==> config.mk <==
export PLATFORM = sky130hd
export DESIGN_NAME = scr_sample_clock_select
export DESIGN_NICKNAME = d
export VERILOG_FILES = /design/src/rtl/scr_pkg.sv /design/src/rtl/scr_sample_clock_select.sv
export SDC_FILE = /design/constraint.sdc
export NUM_CORES = 1
export LEC_CHECK = 0
export ABC_AREA = 1
export BUFFER_PORTS_ARGS = -buffer_cell sky130_fd_sc_hd__buf_2
export CORE_UTILIZATION = 55
export DETAILED_ROUTE_END_ITERATION = 12
export GPL_ROUTABILITY_DRIVEN = 0
export PLACE_DENSITY_LB_ADDON = 0.2
export SLEW_MARGIN = 20
export SYNTH_ARGS = -nofsm -noshare
export SYNTH_HDL_FRONTEND = slang
export SYNTH_SLANG_ARGS = --single-unit
==> constraint.sdc <==
create_clock -name mclk -period 5.1 [get_ports mclk]
set_input_delay 0.51 -clock mclk [delete_from_list [all_inputs] [get_ports mclk]]
set_output_delay 0.51 -clock mclk [all_outputs]
set_load 0.05 [all_outputs]
==> src/rtl/scr_pkg.sv <==
package scr_pkg;

  // ---------------------------------------------------------------
  // clock and reference rates
  // ---------------------------------------------------------------
  localparam int CLK_HZ = 125_000_000;
  localparam int AES_MIN_HZ = 32_000;
  localparam int AES_MAX_HZ = 192_000;
  localparam int VID_MIN_HZ = 15_000;
  localparam int VID_MAX_HZ = 70_000;
  localparam int AES_PER_MIN = CLK_HZ / AES_MAX_HZ;
  localparam int AES_PER_MAX = CLK_HZ / AES_MIN_HZ;
  localparam int VID_PER_MIN = CLK_HZ / VID_MAX_HZ;
  localparam int VID_PER_MAX = CLK_HZ / VID_MIN_HZ;
  localparam logic [15:0] PER_TOL = 16'h0004;
  localparam int FLASH_HALF_MS = 250;
  localparam int FLASH_CYCLES = (CLK_HZ / 1000) * FLASH_HALF_MS;

  // ---------------------------------------------------------------
  // register map, byte addresses
  // ---------------------------------------------------------------
  localparam logic [4:0] REG_CTRL = 5'h00;
  localparam logic [4:0] REG_RATE_DIV = 5'h04;
  localparam logic [4:0] REG_QUAL = 5'h08;
  localparam logic [4:0] REG_STATUS = 5'h0C;
  localparam logic [4:0] REG_IRQ_STAT = 5'h10;
  localparam logic [4:0] REG_IRQ_MASK = 5'h14;

  localparam int CTRL_SRC_LSB = 0;
  localparam int CTRL_PLAY_BIT = 3;
  localparam int CTRL_REC_BIT = 4;
  localparam logic [15:0] RATE_DIV_RST = 16'h0A2C;
  localparam logic [7:0] QUAL_RST = 8'h10;

  localparam int IRQ_LOCK_GAIN = 0;
  localparam int IRQ_LOCK_LOST = 1;
  localparam int IRQ_FALLBACK = 2;

  typedef enum logic [2:0] {
    SRC_INTERNAL = 3'b000,
    SRC_WORD = 3'b001,
    SRC_VIDEO = 3'b010,
    SRC_AES12 = 3'b011,
    SRC_AES34 = 3'b100,
    SRC_AES56 = 3'b101,
    SRC_AES78 = 3'b110
  } scr_src_t;

  typedef enum logic [1:0] {
    LK_UNLOCKED = 2'b00,
    LK_QUALIFY = 2'b01,
    LK_LOCKED = 2'b10
  } scr_lock_t;

endpackage

==> src/rtl/scr_sample_clock_select.sv <==
`timescale 1ns/1ps
`default_nettype none
module scr_sample_clock_select #(
  parameter int FLASH_CYC = scr_pkg::FLASH_CYCLES
) (
  input wire logic mclk,
  input wire logic sys_rst,
  input wire logic [4:0] avs_address,
  input wire logic avs_read,
  input wire logic avs_write,
  input wire logic [31:0] avs_writedata,
  input wire logic [3:0] avs_byteenable,
  output logic [31:0] avs_readdata,
  output logic avs_waitrequest,
  input wire logic word_clk_in,
  input wire logic video_sync_in,
  input wire logic [3:0] aes_rate_in,
  output logic word_clk_out,
  output logic aes_frame_sync,
  output logic rate_converter_en,
  output logic lock_word,
  output logic lock_video,
  output logic lock_digital,
  output logic [3:0] ring_flash,
  output logic irq
);

  // ---------------------------------------------------------------
  // helpers
  // ---------------------------------------------------------------
  function automatic logic [31:0] be_merge(input logic [31:0] old, input logic [31:0] nw,
                                           input logic [3:0] be);
    logic [31:0] r;
    r = old;
    for (int i = 0; i < 4; i++) begin
      if (be[i]) begin
        r[i*8 +: 8] = nw[i*8 +: 8];
      end
    end
    return r;
  endfunction

  function automatic logic [2:0] ref_index(input scr_pkg::scr_src_t s);
    return 3'(s) - 3'b001;
  endfunction

  function automatic logic period_ok(input scr_pkg::scr_src_t s, input logic [15:0] p);
    if (s == scr_pkg::SRC_VIDEO) begin
      return (p >= 16'(scr_pkg::VID_PER_MIN)) && (p <= 16'(scr_pkg::VID_PER_MAX));
    end
    return (p >= 16'(scr_pkg::AES_PER_MIN)) && (p <= 16'(scr_pkg::AES_PER_MAX));
  endfunction

  // period jitter of either sign
  function automatic logic [15:0] per_gap(input logic [15:0] a, input logic [15:0] b);
    return (a >= b) ? a - b : b - a;
  endfunction

  // ---------------------------------------------------------------
  // register bus
  // ---------------------------------------------------------------
  scr_pkg::scr_src_t src, next_src;
  logic playback, next_playback, recording, next_recording;
  logic [15:0] rate_div, next_rate_div;
  logic [7:0] qual, next_qual;
  logic [2:0] irq_stat, next_irq_stat, irq_mask, next_irq_mask, irq_set;
  logic [31:0] next_readdata, wdat;
  logic next_waitrequest, next_irq, acc;
  scr_pkg::scr_lock_t lk, next_lk;
  logic [15:0] per_cnt, per_last;

  assign acc = (avs_read || avs_write) && !avs_waitrequest;

  always_comb begin
    next_src = src;
    next_playback = playback;
    next_recording = recording;
    next_rate_div = rate_div;
    next_qual = qual;
    next_irq_mask = irq_mask;
    next_irq_stat = irq_stat | irq_set;
    next_readdata = avs_readdata;
    wdat = 32'h0000_0000;
    // one wait cycle, then the answer stands for the accepting edge
    next_waitrequest = !((avs_read || avs_write) && avs_waitrequest);
    if (avs_read && avs_waitrequest) begin
      case (avs_address & 5'h1C)
        scr_pkg::REG_CTRL:
          next_readdata = {27'h000_0000, recording, playback, 3'(src)};
        scr_pkg::REG_RATE_DIV: next_readdata = {16'h0000, rate_div};
        scr_pkg::REG_QUAL: next_readdata = {24'h00_0000, qual};
        scr_pkg::REG_STATUS: next_readdata = {per_last, 10'h000, 2'(lk), rate_converter_en,
                                              lock_digital, lock_video, lock_word};
        scr_pkg::REG_IRQ_STAT: next_readdata = {29'h0000_0000, irq_stat};
        scr_pkg::REG_IRQ_MASK: next_readdata = {29'h0000_0000, irq_mask};
        default: next_readdata = 32'h0000_0000;
      endcase
    end
    if (avs_write && acc) begin
      case (avs_address & 5'h1C)
        scr_pkg::REG_CTRL: begin
          wdat = be_merge({27'h000_0000, recording, playback, 3'(src)}, avs_writedata,
                          avs_byteenable);
          if (wdat[2:0] <= 3'(scr_pkg::SRC_AES78)) begin
            next_src = scr_pkg::scr_src_t'(wdat[scr_pkg::CTRL_SRC_LSB +: 3]);
          end
          next_playback = wdat[scr_pkg::CTRL_PLAY_BIT];
          next_recording = wdat[scr_pkg::CTRL_REC_BIT];
        end
        scr_pkg::REG_RATE_DIV: begin
          wdat = be_merge({16'h0000, rate_div}, avs_writedata, avs_byteenable);
          // below two cycles the square wave cannot exist
          next_rate_div = (wdat[15:0] < 16'h0002) ? 16'h0002 : wdat[15:0];
        end
        scr_pkg::REG_QUAL: begin
          wdat = be_merge({24'h00_0000, qual}, avs_writedata, avs_byteenable);
          next_qual = wdat[7:0];
        end
        scr_pkg::REG_IRQ_STAT: begin
          wdat = be_merge(32'h0000_0000, avs_writedata, avs_byteenable);
          // set wins over clear
          next_irq_stat = (irq_stat & ~wdat[2:0]) | irq_set;
        end
        scr_pkg::REG_IRQ_MASK: begin
          wdat = be_merge({29'h0000_0000, irq_mask}, avs_writedata, avs_byteenable);
          next_irq_mask = wdat[2:0];
        end
        default: wdat = 32'h0000_0000;
      endcase
    end
    next_irq = |(next_irq_stat & next_irq_mask);
  end

  always_ff @(posedge mclk or posedge sys_rst) begin
    if (sys_rst) begin
      src <= scr_pkg::SRC_INTERNAL;
      playback <= 1'b0;
      recording <= 1'b0;
      rate_div <= scr_pkg::RATE_DIV_RST;
      qual <= scr_pkg::QUAL_RST;
      irq_stat <= 3'b000;
      irq_mask <= 3'b000;
      avs_readdata <= 32'h0000_0000;
      avs_waitrequest <= 1'b1;
      irq <= 1'b0;
    end else begin
      src <= next_src;
      playback <= next_playback;
      recording <= next_recording;
      rate_div <= next_rate_div;
      qual <= next_qual;
      irq_stat <= next_irq_stat;
      irq_mask <= next_irq_mask;
      avs_readdata <= next_readdata;
      avs_waitrequest <= next_waitrequest;
      irq <= next_irq;
    end
  end

  // ---------------------------------------------------------------
  // reference sampling and qualification
  // ---------------------------------------------------------------
  logic [5:0] ref_meta, ref_sync, ref_prev;
  logic sel_rise, sel_lvl, ext_sel;
  logic [7:0] stable, next_stable;
  logic [15:0] next_per_cnt, next_per_last;
  scr_pkg::scr_src_t src_q;

  always_ff @(posedge mclk or posedge sys_rst) begin
    if (sys_rst) begin
      ref_meta <= 6'h00;
      ref_sync <= 6'h00;
      ref_prev <= 6'h00;
    end else begin
      ref_meta <= {aes_rate_in, video_sync_in, word_clk_in};
      ref_sync <= ref_meta;
      ref_prev <= ref_sync;
    end
  end

  // internal or playback means no external reference
  assign ext_sel = (src != scr_pkg::SRC_INTERNAL) && !playback;
  assign sel_lvl = ext_sel ? ref_sync[ref_index(src)] : 1'b0;
  assign sel_rise = sel_lvl && !ref_prev[ref_index(src)];

  always_comb begin
    next_lk = lk;
    next_stable = stable;
    next_per_last = per_last;
    next_per_cnt = (per_cnt == 16'hFFFF) ? per_cnt : per_cnt + 16'h0001;
    if (!ext_sel || src != src_q) begin
      next_lk = scr_pkg::LK_UNLOCKED;
      next_stable = 8'h00;
      next_per_cnt = 16'h0000;
    end else if (sel_rise) begin
      next_per_cnt = 16'h0001;
      next_per_last = per_cnt;
      if (period_ok(src, per_cnt) && (per_gap(per_cnt, per_last) <= scr_pkg::PER_TOL)) begin
        next_stable = (stable == 8'hFF) ? stable : stable + 8'h01;
        next_lk = (next_stable >= qual) ? scr_pkg::LK_LOCKED : scr_pkg::LK_QUALIFY;
      end else begin
        next_stable = 8'h00;
        next_lk = scr_pkg::LK_UNLOCKED;
      end
    end else if (!period_ok(src, per_cnt) && per_cnt > 16'(scr_pkg::VID_PER_MIN)
                 && per_cnt > (src == scr_pkg::SRC_VIDEO ? 16'(scr_pkg::VID_PER_MAX)
                                                         : 16'(scr_pkg::AES_PER_MAX))) begin
      next_stable = 8'h00;
      next_lk = scr_pkg::LK_UNLOCKED;
    end
  end

  always_ff @(posedge mclk or posedge sys_rst) begin
    if (sys_rst) begin
      lk <= scr_pkg::LK_UNLOCKED;
      stable <= 8'h00;
      per_cnt <= 16'h0000;
      per_last <= 16'h0000;
      src_q <= scr_pkg::SRC_INTERNAL;
    end else begin
      lk <= next_lk;
      stable <= next_stable;
      per_cnt <= next_per_cnt;
      per_last <= next_per_last;
      src_q <= src;
    end
  end

  // ---------------------------------------------------------------
  // sample clock generation and outputs
  // ---------------------------------------------------------------
  logic [15:0] gen_cnt, next_gen_cnt;
  logic gen_wrap, locked, next_word, next_tick, next_rc, fallback, lock_any_q;
  logic [25:0] fl_cnt, next_fl_cnt;
  logic blink, next_blink;
  logic [3:0] next_ring;

  // a lock counts only for the source it was qualified on, not the new one
  assign locked = (lk == scr_pkg::LK_LOCKED) && ext_sel && (src == src_q);
  assign gen_wrap = gen_cnt >= rate_div - 16'h0001;
  assign fallback = ext_sel && !locked;
  assign lock_any_q = lock_word || lock_video || lock_digital;

  always_comb begin
    // generator realigns to the reference so that a fallback is near phase
    next_gen_cnt = (gen_wrap || (locked && sel_rise)) ? 16'h0000 : gen_cnt + 16'h0001;
    // generator only unless a reference is qualified
    next_tick = locked ? sel_rise : gen_wrap;
    // square wave on word out in every mode
    next_word = locked ? sel_lvl : (gen_cnt < (rate_div >> 1));
    next_rc = (src == scr_pkg::SRC_INTERNAL);
    next_fl_cnt = (fl_cnt >= 26'(FLASH_CYC - 1)) ? 26'h000_0000 : fl_cnt + 26'h000_0001;
    next_blink = (fl_cnt >= 26'(FLASH_CYC - 1)) ? !blink : blink;
    next_ring = 4'h0;
    // all rings flash without a valid word or video reference
    if (fallback && (src == scr_pkg::SRC_WORD || src == scr_pkg::SRC_VIDEO)) begin
      next_ring = {4{next_blink}};
    end
    // only the selected pair's ring flashes
    if (fallback && src >= scr_pkg::SRC_AES12) begin
      next_ring[2'(ref_index(src) - 3'b010)] = next_blink;
    end
    irq_set = {fallback && recording && !(lk == scr_pkg::LK_LOCKED) && lock_any_q,
               (lk == scr_pkg::LK_LOCKED) && (next_lk != scr_pkg::LK_LOCKED),
               (lk != scr_pkg::LK_LOCKED) && (next_lk == scr_pkg::LK_LOCKED)};
  end

  always_ff @(posedge mclk or posedge sys_rst) begin
    if (sys_rst) begin
      gen_cnt <= 16'h0000;
      fl_cnt <= 26'h000_0000;
      blink <= 1'b0;
      word_clk_out <= 1'b0;
      aes_frame_sync <= 1'b0;
      rate_converter_en <= 1'b1;
      lock_word <= 1'b0;
      lock_video <= 1'b0;
      lock_digital <= 1'b0;
      ring_flash <= 4'h0;
    end else begin
      gen_cnt <= next_gen_cnt;
      fl_cnt <= next_fl_cnt;
      blink <= next_blink;
      word_clk_out <= next_word;
      // frame strobe for the AES output framer
      aes_frame_sync <= next_tick;
      rate_converter_en <= next_rc;
      lock_word <= locked && src == scr_pkg::SRC_WORD;
      lock_video <= locked && src == scr_pkg::SRC_VIDEO;
      lock_digital <= locked && src >= scr_pkg::SRC_AES12;
      ring_flash <= next_ring;
    end
  end

  // ---------------------------------------------------------------
  // checks
  // ---------------------------------------------------------------
  logic [15:0] wo_idle;
  always_ff @(posedge mclk or posedge sys_rst) begin
    if (sys_rst) begin
      wo_idle <= 16'h0000;
    end else begin
      wo_idle <= (word_clk_out != next_word) ? 16'h0000 : wo_idle + 16'h0001;
    end
  end

  chk_rc_enable: assert property (@(posedge mclk) disable iff (sys_rst)
    ##1 rate_converter_en == ($past(src) == scr_pkg::SRC_INTERNAL))
    else $error("converter enable does not follow internal selection");
  chk_internal_tick: assert property (@(posedge mclk) disable iff (sys_rst)
    !ext_sel |=> aes_frame_sync == $past(gen_wrap))
    else $error("internal mode tick not from generator");
  chk_play_nolock: assert property (@(posedge mclk) disable iff (sys_rst)
    playback ##1 playback |-> !lock_word && !lock_video && !lock_digital)
    else $error("lock shown during playback");
  chk_word_lock: assert property (@(posedge mclk) disable iff (sys_rst)
    lock_word |-> $past(locked) && $past(src) == scr_pkg::SRC_WORD)
    else $error("word lock without qualified word reference");
  chk_video_lock: assert property (@(posedge mclk) disable iff (sys_rst)
    $rose(lock_video) |-> $past(src) == scr_pkg::SRC_VIDEO && ring_flash == 4'h0)
    else $error("video lock without video reference");
  chk_aes_lock: assert property (@(posedge mclk) disable iff (sys_rst)
    lock_digital |-> ring_flash == 4'h0)
    else $error("ring flashes while digital lock is shown");
  chk_qual_count: assert property (@(posedge mclk) disable iff (sys_rst)
    (lk != scr_pkg::LK_LOCKED) ##1 (lk == scr_pkg::LK_LOCKED) |-> stable >= qual)
    else $error("lock taken before qualification count");
  chk_aes_range: assert property (@(posedge mclk) disable iff (sys_rst)
    $rose(lock_digital) |-> per_last >= 16'(scr_pkg::AES_PER_MIN)
      && per_last <= 16'(scr_pkg::AES_PER_MAX))
    else $error("digital lock outside accepted rate range");
  chk_fallback: assert property (@(posedge mclk) disable iff (sys_rst)
    locked ##1 !locked |=> aes_frame_sync == $past(gen_wrap))
    else $error("no fallback to generator after loss");
  chk_word_out: assert property (@(posedge mclk) disable iff (sys_rst)
    !ext_sel |-> wo_idle < 16'hFFF0)
    else $error("word clock output stalled");
  chk_frame_pulse: assert property (@(posedge mclk) disable iff (sys_rst)
    aes_frame_sync && !locked |=> !aes_frame_sync)
    else $error("frame strobe longer than one cycle");

endmodule
`default_nettype wire

==> results_dict.tcl, run 1 <==
set metrics [dict create \
    status "complete, no violations" \
    crit_required_ns 5.43 \
    path_cells "inv_2 > ha_1 > nand2_1 > inv_1 > ha_1 > nand2_1 > inv_1 > nand3_1 > nor2_1 > nand3_1 > a41oi_2 > nand2_1 > nand2_1 > inv_1 > nand3_1 > nand2_2 > nand2_2 > nand3_2" \
    worst_path_most_repeated_cell "nand2_1" \
    period_share 0.7388 \
    yosys.area.top_type "dfrtp_1" \
    r2r_setup_slack_ns 1.33 \
    hold_viol_final 0 \
    syn_nets 1795 \
    synthFlopType "dfrtp_1" \
    area_delta_synth_final_pct 10.79 \
    core-area_um2 21760 \
    hold_class "primary input to flop" \
    leakage_nw 6.846 \
    ys_ff_latch 185 \
    antenna_found_initial 0 \
    grt_pass1_vias 10070 \
    grt_pass1_wl_mm 49.58 \
    die_x_um 150.8 \
    grt_use_total 0.2753 \
    slowest_stage "a41oi_2" \
    io_buffers 74 \
    synth_compound_area_frac 0.1245 \
    rr_endpoint "irq" \
    synthArstFlopShare 1.000 \
    mostFrequentLayoutCells "nand2_1, inv_1, dfrtp_1, nor2_1, o21ai_0" \
    crit_end "irq" \
    via_per_inst 5.446 \
    drt-met1-wl_mm 14.93 \
    max_freq_ghz 0.2654 \
    grt_overflow 0 \
    fillCellCount 1968 \
    ys_seq_area_frac 0.3811 \
    path_clk_slew_ns 0.09 \
    synth-edff-count 0 \
    ir_worst_vdd_uv 257.0 \
    clk_latency_ns 0.45 \
    vias 10940 \
    cp_data_arrival_time_ns 4.10 \
    drt-total-wl_mm 30.19 \
    die-height_um 150.8 \
    clock_path_buffers 2 \
    rr_worst_depth 18 \
    start_util 0.5596 \
    post-route-drc-count 0 \
    finClkSkew_ns 0.01351 \
    ys_types 59 \
    rows 54 \
    synth.top_cells.by_area "dfrtp_1, nand2_1, ha_1" \
    met3_wirelength_mm 1.695 \
    yosys.area_share.adder 0.09866 \
    drv_slew 0 \
    cap_violations 0 \
    final_common_cell "nand2_1" \
    cts_root_buf "clkbuf_16" \
    period_needed_ns 3.768 \
    setup-violations-final 0 \
    fin_area_um2 13490 \
    tightestPinTransition_ns 1.033 \
    ctsHtreeMaxLevel 4 \
    synth_area_per_cell_um2 7.387 \
    postSynthCellCount 1648 \
    ios 95 \
    met2WireLength_mm 13.14 \
    place_area_um2 12800 \
    crit_path_end_kind "flop" \
    cts_tree "built" \
    powerDensity_nw_per_um2 408.6 \
    ant_nets 0 \
    die-area_um2 22730 \
    synthXorXnorAreaFrac 0.03094 \
    top_layer_used "met4" \
    diodes 0 \
    first_iter_violations 875 \
    r2r_start "src[0]" \
    synth_area_um2 12170 \
    rsz0062_at_grt "no" \
    critical_path_class "flop to flop" \
    drive_above_1_share 0.09948 \
    netlist.area_leader.share 0.3638 \
    synth_simple_gate_area_frac 0.2762 \
    post_cts_buffers 0 \
    cts.sinks 185 \
    dr.pass1.iters 5 \
    critPathLaunchType "flop" \
    slew_headroom 0.3096 \
    path_max_fanout 15 \
    avgRoutedWirePerCell_um 15.03 \
    fin_nets 1863 \
    tns_ns 0 \
    ctsHoldBuffers 0 \
    critPathMaxStageDelay_ns 0.65 \
    muxShareOfSynthArea 0 \
    crit_path_start "src[0]" \
    post_cts_resized 0 \
    dp_hpwl_mm 22.46 \
    synth_warnings 0 \
    numCtsBuffers 17 \
    synth_top_family_by_area "simple AND/OR/NAND/NOR gates" \
    grt_max_degree 186 \
]
==> critical path: cells and delay by family, from the launching register on <==
| kind | cells | cell delay, ns |
|---|---|---|
| AO/OA/AOI/OAI | 1 | 0.65 |
| adder cells (fa/ha/maj) | 2 | 0.61 |
| buffers and inverters | 4 | 0.60 |
| flip-flops | 1 | 0.62 |
| AND/OR/NAND/NOR | 11 | 1.17 |
==> per-stage QoR <==
stage                     power (mW)    util  worst slack [ns]  instances  hold slack, ns
after floorplan                3.515       -             2.163       1648          0.3312
after global placement         3.988  0.5883             1.499       1976          0.3333
after detailed placement       4.034  0.5883             1.396       1976          0.3358
after CTS                      5.504  0.6184             1.391       2008          0.1465
after global routing           5.939  0.6200            0.9595       2009          0.1466
final                          5.511  0.6200             1.332       2009          0.1611
==> worst min path at each step <==
stage	from	endpoint	cells after the start
finish	aes_rate_in[2]	ref_meta[4]	1
global route	aes_rate_in[0]	ref_meta[2]	1
CTS	aes_rate_in[1]	ref_meta[3]	1
detailed placement	ref_meta[3]	ref_sync[3]	0
global placement	ref_meta[0]	ref_sync[0]	0
floorplan	ref_meta[0]	ref_sync[0]	0
==> layer usage <==
metal  up-vias  global-route usage
li1       5491                   -
met1      5107              0.4111
met2       306              0.4103
met3        38             0.04428
met4         0             0.07650
met5         -                   0
==> power breakdown <==
| part | total (mW) | switching, mW | internal, mW |
|---|---|---|---|
| clock | 1.46 | 0.724 | 0.737 |
| sequential | 1.79 | 0.142 | 1.65 |
| combinational | 2.26 | 1.55 | 0.713 |
| total | 5.51 | 2.41 | 3.10 |
==> final cells by class <==
cell class / instances / area (um2) / share of cell area
multi-input cells: 1185 / 6469 / 0.4796
flip-flops and latches: 185 / 4639 / 0.3440
inverters: 248 / 934.6 / 0.06930
repair buffers: 79 / 440.4 / 0.03265
clock buffers: 17 / 425.4 / 0.03154
well taps: 280 / 350.3 / 0.02597
clock inverters: 15 / 229.0 / 0.01698
==> state kept, by name, indices dropped and copies added, names as in the netlist, 4 cells and up <==
signal and cells:
avs_readdata 32, fl_cnt 26, gen_cnt 16, per_cnt 16
per_last 16, rate_div 16, qual 8, stable 8
ref_meta 6, ref_prev 6, ref_sync 6, ring_flash 4
==> logic make-up (layout without fill, tap and decap cells) <==
| logic type | after synthesis | after routing |
|---|---|---|
| xor+xnor | 43 | 43 |
| fa+ha+maj | 96 | 96 |
| other cells | 1 | 1 |
| buf+inv | 278 | 359 |
| compound gates | 252 | 252 |
| flops | 185 | 185 |
| simple gates | 793 | 793 |
==> cell usage after synthesis (3+ instances only) <==
| master | number |
|---|---|
| o21ai_0 | 97 |
| o211ai_1 | 4 |
| a21oi_2 | 3 |
| o21a_1 | 3 |
| inv_2 | 10 |
| clkinv_1 | 4 |
| clkbuf_1 | 20 |
| and3_1 | 3 |
| o22ai_1 | 8 |
| a211oi_1 | 8 |
| a22oi_1 | 4 |
| nand3_1 | 84 |
| o21ai_1 | 4 |
| nor4_1 | 9 |
| xnor2_1 | 10 |
| a221oi_1 | 3 |
| buf_2 | 5 |
| ha_1 | 96 |
| nor3b_1 | 5 |
| nor2_1 | 152 |
| nand2_2 | 13 |
| a31oi_1 | 6 |
| nand2_1 | 442 |
| nor2_2 | 10 |
| o31ai_1 | 28 |
| dfrtp_1 | 177 |
| nand4_1 | 23 |
| nor3_1 | 39 |
| inv_1 | 234 |
| xor2_1 | 33 |
| dfstp_2 | 8 |
| buf_4 | 3 |
| a21oi_1 | 65 |
(Power assumes the default switching activity.)
==> run 2: changes to the inputs <==
==> constraint.sdc (replaced) <==
create_clock -name mclk -period 3.3 [get_ports mclk]
set_input_delay 0.33 -clock mclk [delete_from_list [all_inputs] [get_ports mclk]]
set_output_delay 0.33 -clock mclk [all_outputs]
set_load 0.05 [all_outputs]
==> results_dict.tcl, run 2 (synthesized netlist as in run 1, its figures left out) <==
set metrics [dict create \
    clock_path_buffers 2 \
    slowest_stage "ha_2" \
    diodes 0 \
    path_max_fanout 11 \
    crit_required_ns 3.62 \
    rows 54 \
    status "finished, violations left" \
    cts_tree "built" \
    avgRoutedWirePerCell_um 14.87 \
    slew_headroom 0.5587 \
    via_per_inst 5.413 \
    grt_pass1_wl_mm 50.65 \
    die_x_um 150.8 \
    leakage_nw 7.054 \
    r2r_start "per_cnt[4]" \
    mostFrequentLayoutCells "nand2_1, inv_1, dfrtp_1, nor2_1, o21ai_0" \
    ios 95 \
    largest_reg_flops 32 \
    post-route-drc-count 0 \
    period_needed_ns 3.148 \
    drt-total-wl_mm 30.55 \
    grt_overflow 0 \
    first_iter_violations 1053 \
    critical_path_class "flop to flop" \
    finClkSkew_ns 0.01510 \
    fin_util 0.6371 \
    path_clk_slew_ns 0.08 \
    drv_slew 0 \
    cts.sinks 185 \
    cp_top_family "simple AND/OR/NAND/NOR gates" \
    final_common_cell "nand2_1" \
    rsz0062_at_grt "yes" \
    fin_nets 1908 \
    critPathMaxStageDelay_ns 0.45 \
    p_total_mw 8.524 \
    die-area_um2 22730 \
    setup-violations-final 0 \
    tns_ns 0 \
    path_cells "inv_1 > ha_2 > nand2_2 > nor2_4 > nand4_1 > nand3_2 > nand2_2 > nand2_2 > nand2_2 > nand2_1 > nand3_1 > nor2_2 > nand4_1 > nand2_2 > nand2_1 > nand2_1 > nand2_2 > nand2_2 > nand3_2" \
    grt_max_degree 186 \
    period_share 0.9540 \
    ctsHtreeMaxLevel 4 \
    worst-path-buf-inv 1 \
    clk_latency_ns 0.44 \
    largest-register "avs_readdata" \
    numCtsBuffers 17 \
    rr_worst_depth 19 \
    critPathLaunchType "flop" \
    start_util 0.5596 \
    largestRegisters "avs_readdata x32, fl_cnt x26" \
    violations "negative hold slack" \
    io_buffers 74 \
    tightestPinTransition_ns 0.6595 \
    dp_hpwl_mm 23.04 \
    grt_use_total 0.2827 \
    grt_pass1_vias 10320 \
    dr.pass1.iters 6 \
    cp_data_arrival_time_ns 3.47 \
    powerDensity_nw_per_um2 615.0 \
    crit_path_end_kind "flop" \
    whs_ns -0.006816 \
    ant_nets 0 \
    antenna_found_initial 0 \
    max_freq_ghz 0.3176 \
    worst_path_most_repeated_cell "nand2_2" \
    multi_input_area_um2 6519 \
    drive_above_1_share 0.1240 \
    core-area_um2 21760 \
    hold_class "primary input to asynchronous set/reset pin" \
    ff_latch_area_um2 4639 \
    fillCellCount 1928 \
    vias 11120 \
    cts_root_buf "clkbuf_16" \
    die-height_um 150.8 \
    hold_viol_final 2 \
    rr_endpoint "irq" \
    area_delta_synth_final_pct 13.85 \
    cap_violations 0 \
    r2r_setup_slack_ns 0.15 \
    ir_worst_vdd_uv 437.6 \
]
run 2: changes by cell type in the layout (fill, tap and decap cells not counted), moves of 2 or more:
cell,before,now
nor3_1,39,36
nor3_2,2,5
dlygate4sd3_1,0,6
inv_8,5,3
buf_4,3,42
clkinv_8,4,6
clkinv_4,0,2
run 2: worst max path at each step:
stage / start / endpoint / slack, ns / cells after the start
floorplan: stable[0] / irq / 0.36 / 24
global placement: stable[0] / irq / 0.15 / 24
detailed placement: stable[0] / irq / 0.01 / 24
CTS: stable[0] / irq / 0.06 / 24
global route: stable[0] / irq / -0.13 / 23
finish: per_cnt[4] / irq / 0.15 / 19
run 2: cell type report:
class,instances,share of cell area
timing repair buffer,124,0.05723
multi-input combinational,1185,0.4703
tap,280,0.02528
inverter,248,0.06743
clock buffer,17,0.03069
sequential,185,0.3347
clock inverter,15,0.01435
run 2: worst register-to-register path, cell delays in order (launching register included):
cell	delay [ns]
dfrtp_1	0.43
inv_1	0.17
ha_2	0.45
nand2_2	0.13
nor2_4	0.16
nand4_1	0.12
nand3_2	0.14
nand2_2	0.07
nand2_2	0.21
nand2_2	0.10
nand2_1	0.08
nand3_1	0.11
nor2_2	0.30
nand4_1	0.17
nand2_2	0.11
nand2_1	0.05
nand2_1	0.06
nand2_2	0.06
nand2_2	0.06
nand3_2	0.05
run 2: per-layer routing:
layer | vias up | track usage | share of wire
met5 | - | 0 | 0
met4 | 0 | 0.06600 | 0.013
met3 | 34 | 0.04849 | 0.069
met2 | 372 | 0.4209 | 0.43
met1 | 5138 | 0.4254 | 0.48
li1 | 5575 | - | -
run 2: what timing repair did:
action | in CTS | in global routing
hold buffers | 6 | 0
resized for setup | 1 | 10
endpoints found under the setup margin | 1 | 22
setup buffers | 0 | 1
endpoints found under the hold margin | 6 | 0
run 2: report_power, final:
| part | internal, mW | switching, mW | leakage (nW) | total, mW |
|---|---|---|---|---|
| Sequential | 2.55 | 0.193 | 2.40 | 2.74 |
| Clock | 1.05 | 1.08 | 0.301 | 2.12 |
| Combinational | 1.20 | 2.47 | 4.36 | 3.66 |
run 2: per-stage QoR:
| step | cell area (um2) | worst slack (ns) | cells |
|---|---|---|---|
| floorplan | 12180 | 0.3631 | 1648 |
| global placement | 13080 | 0.1548 | 2014 |
| detailed placement | 13080 | 0.01481 | 2014 |
| CTS | 13770 | 0.06036 | 2052 |
| global route | 13860 | -0.1299 | 2054 |
| finish | 13860 | 0.1518 | 2054 |
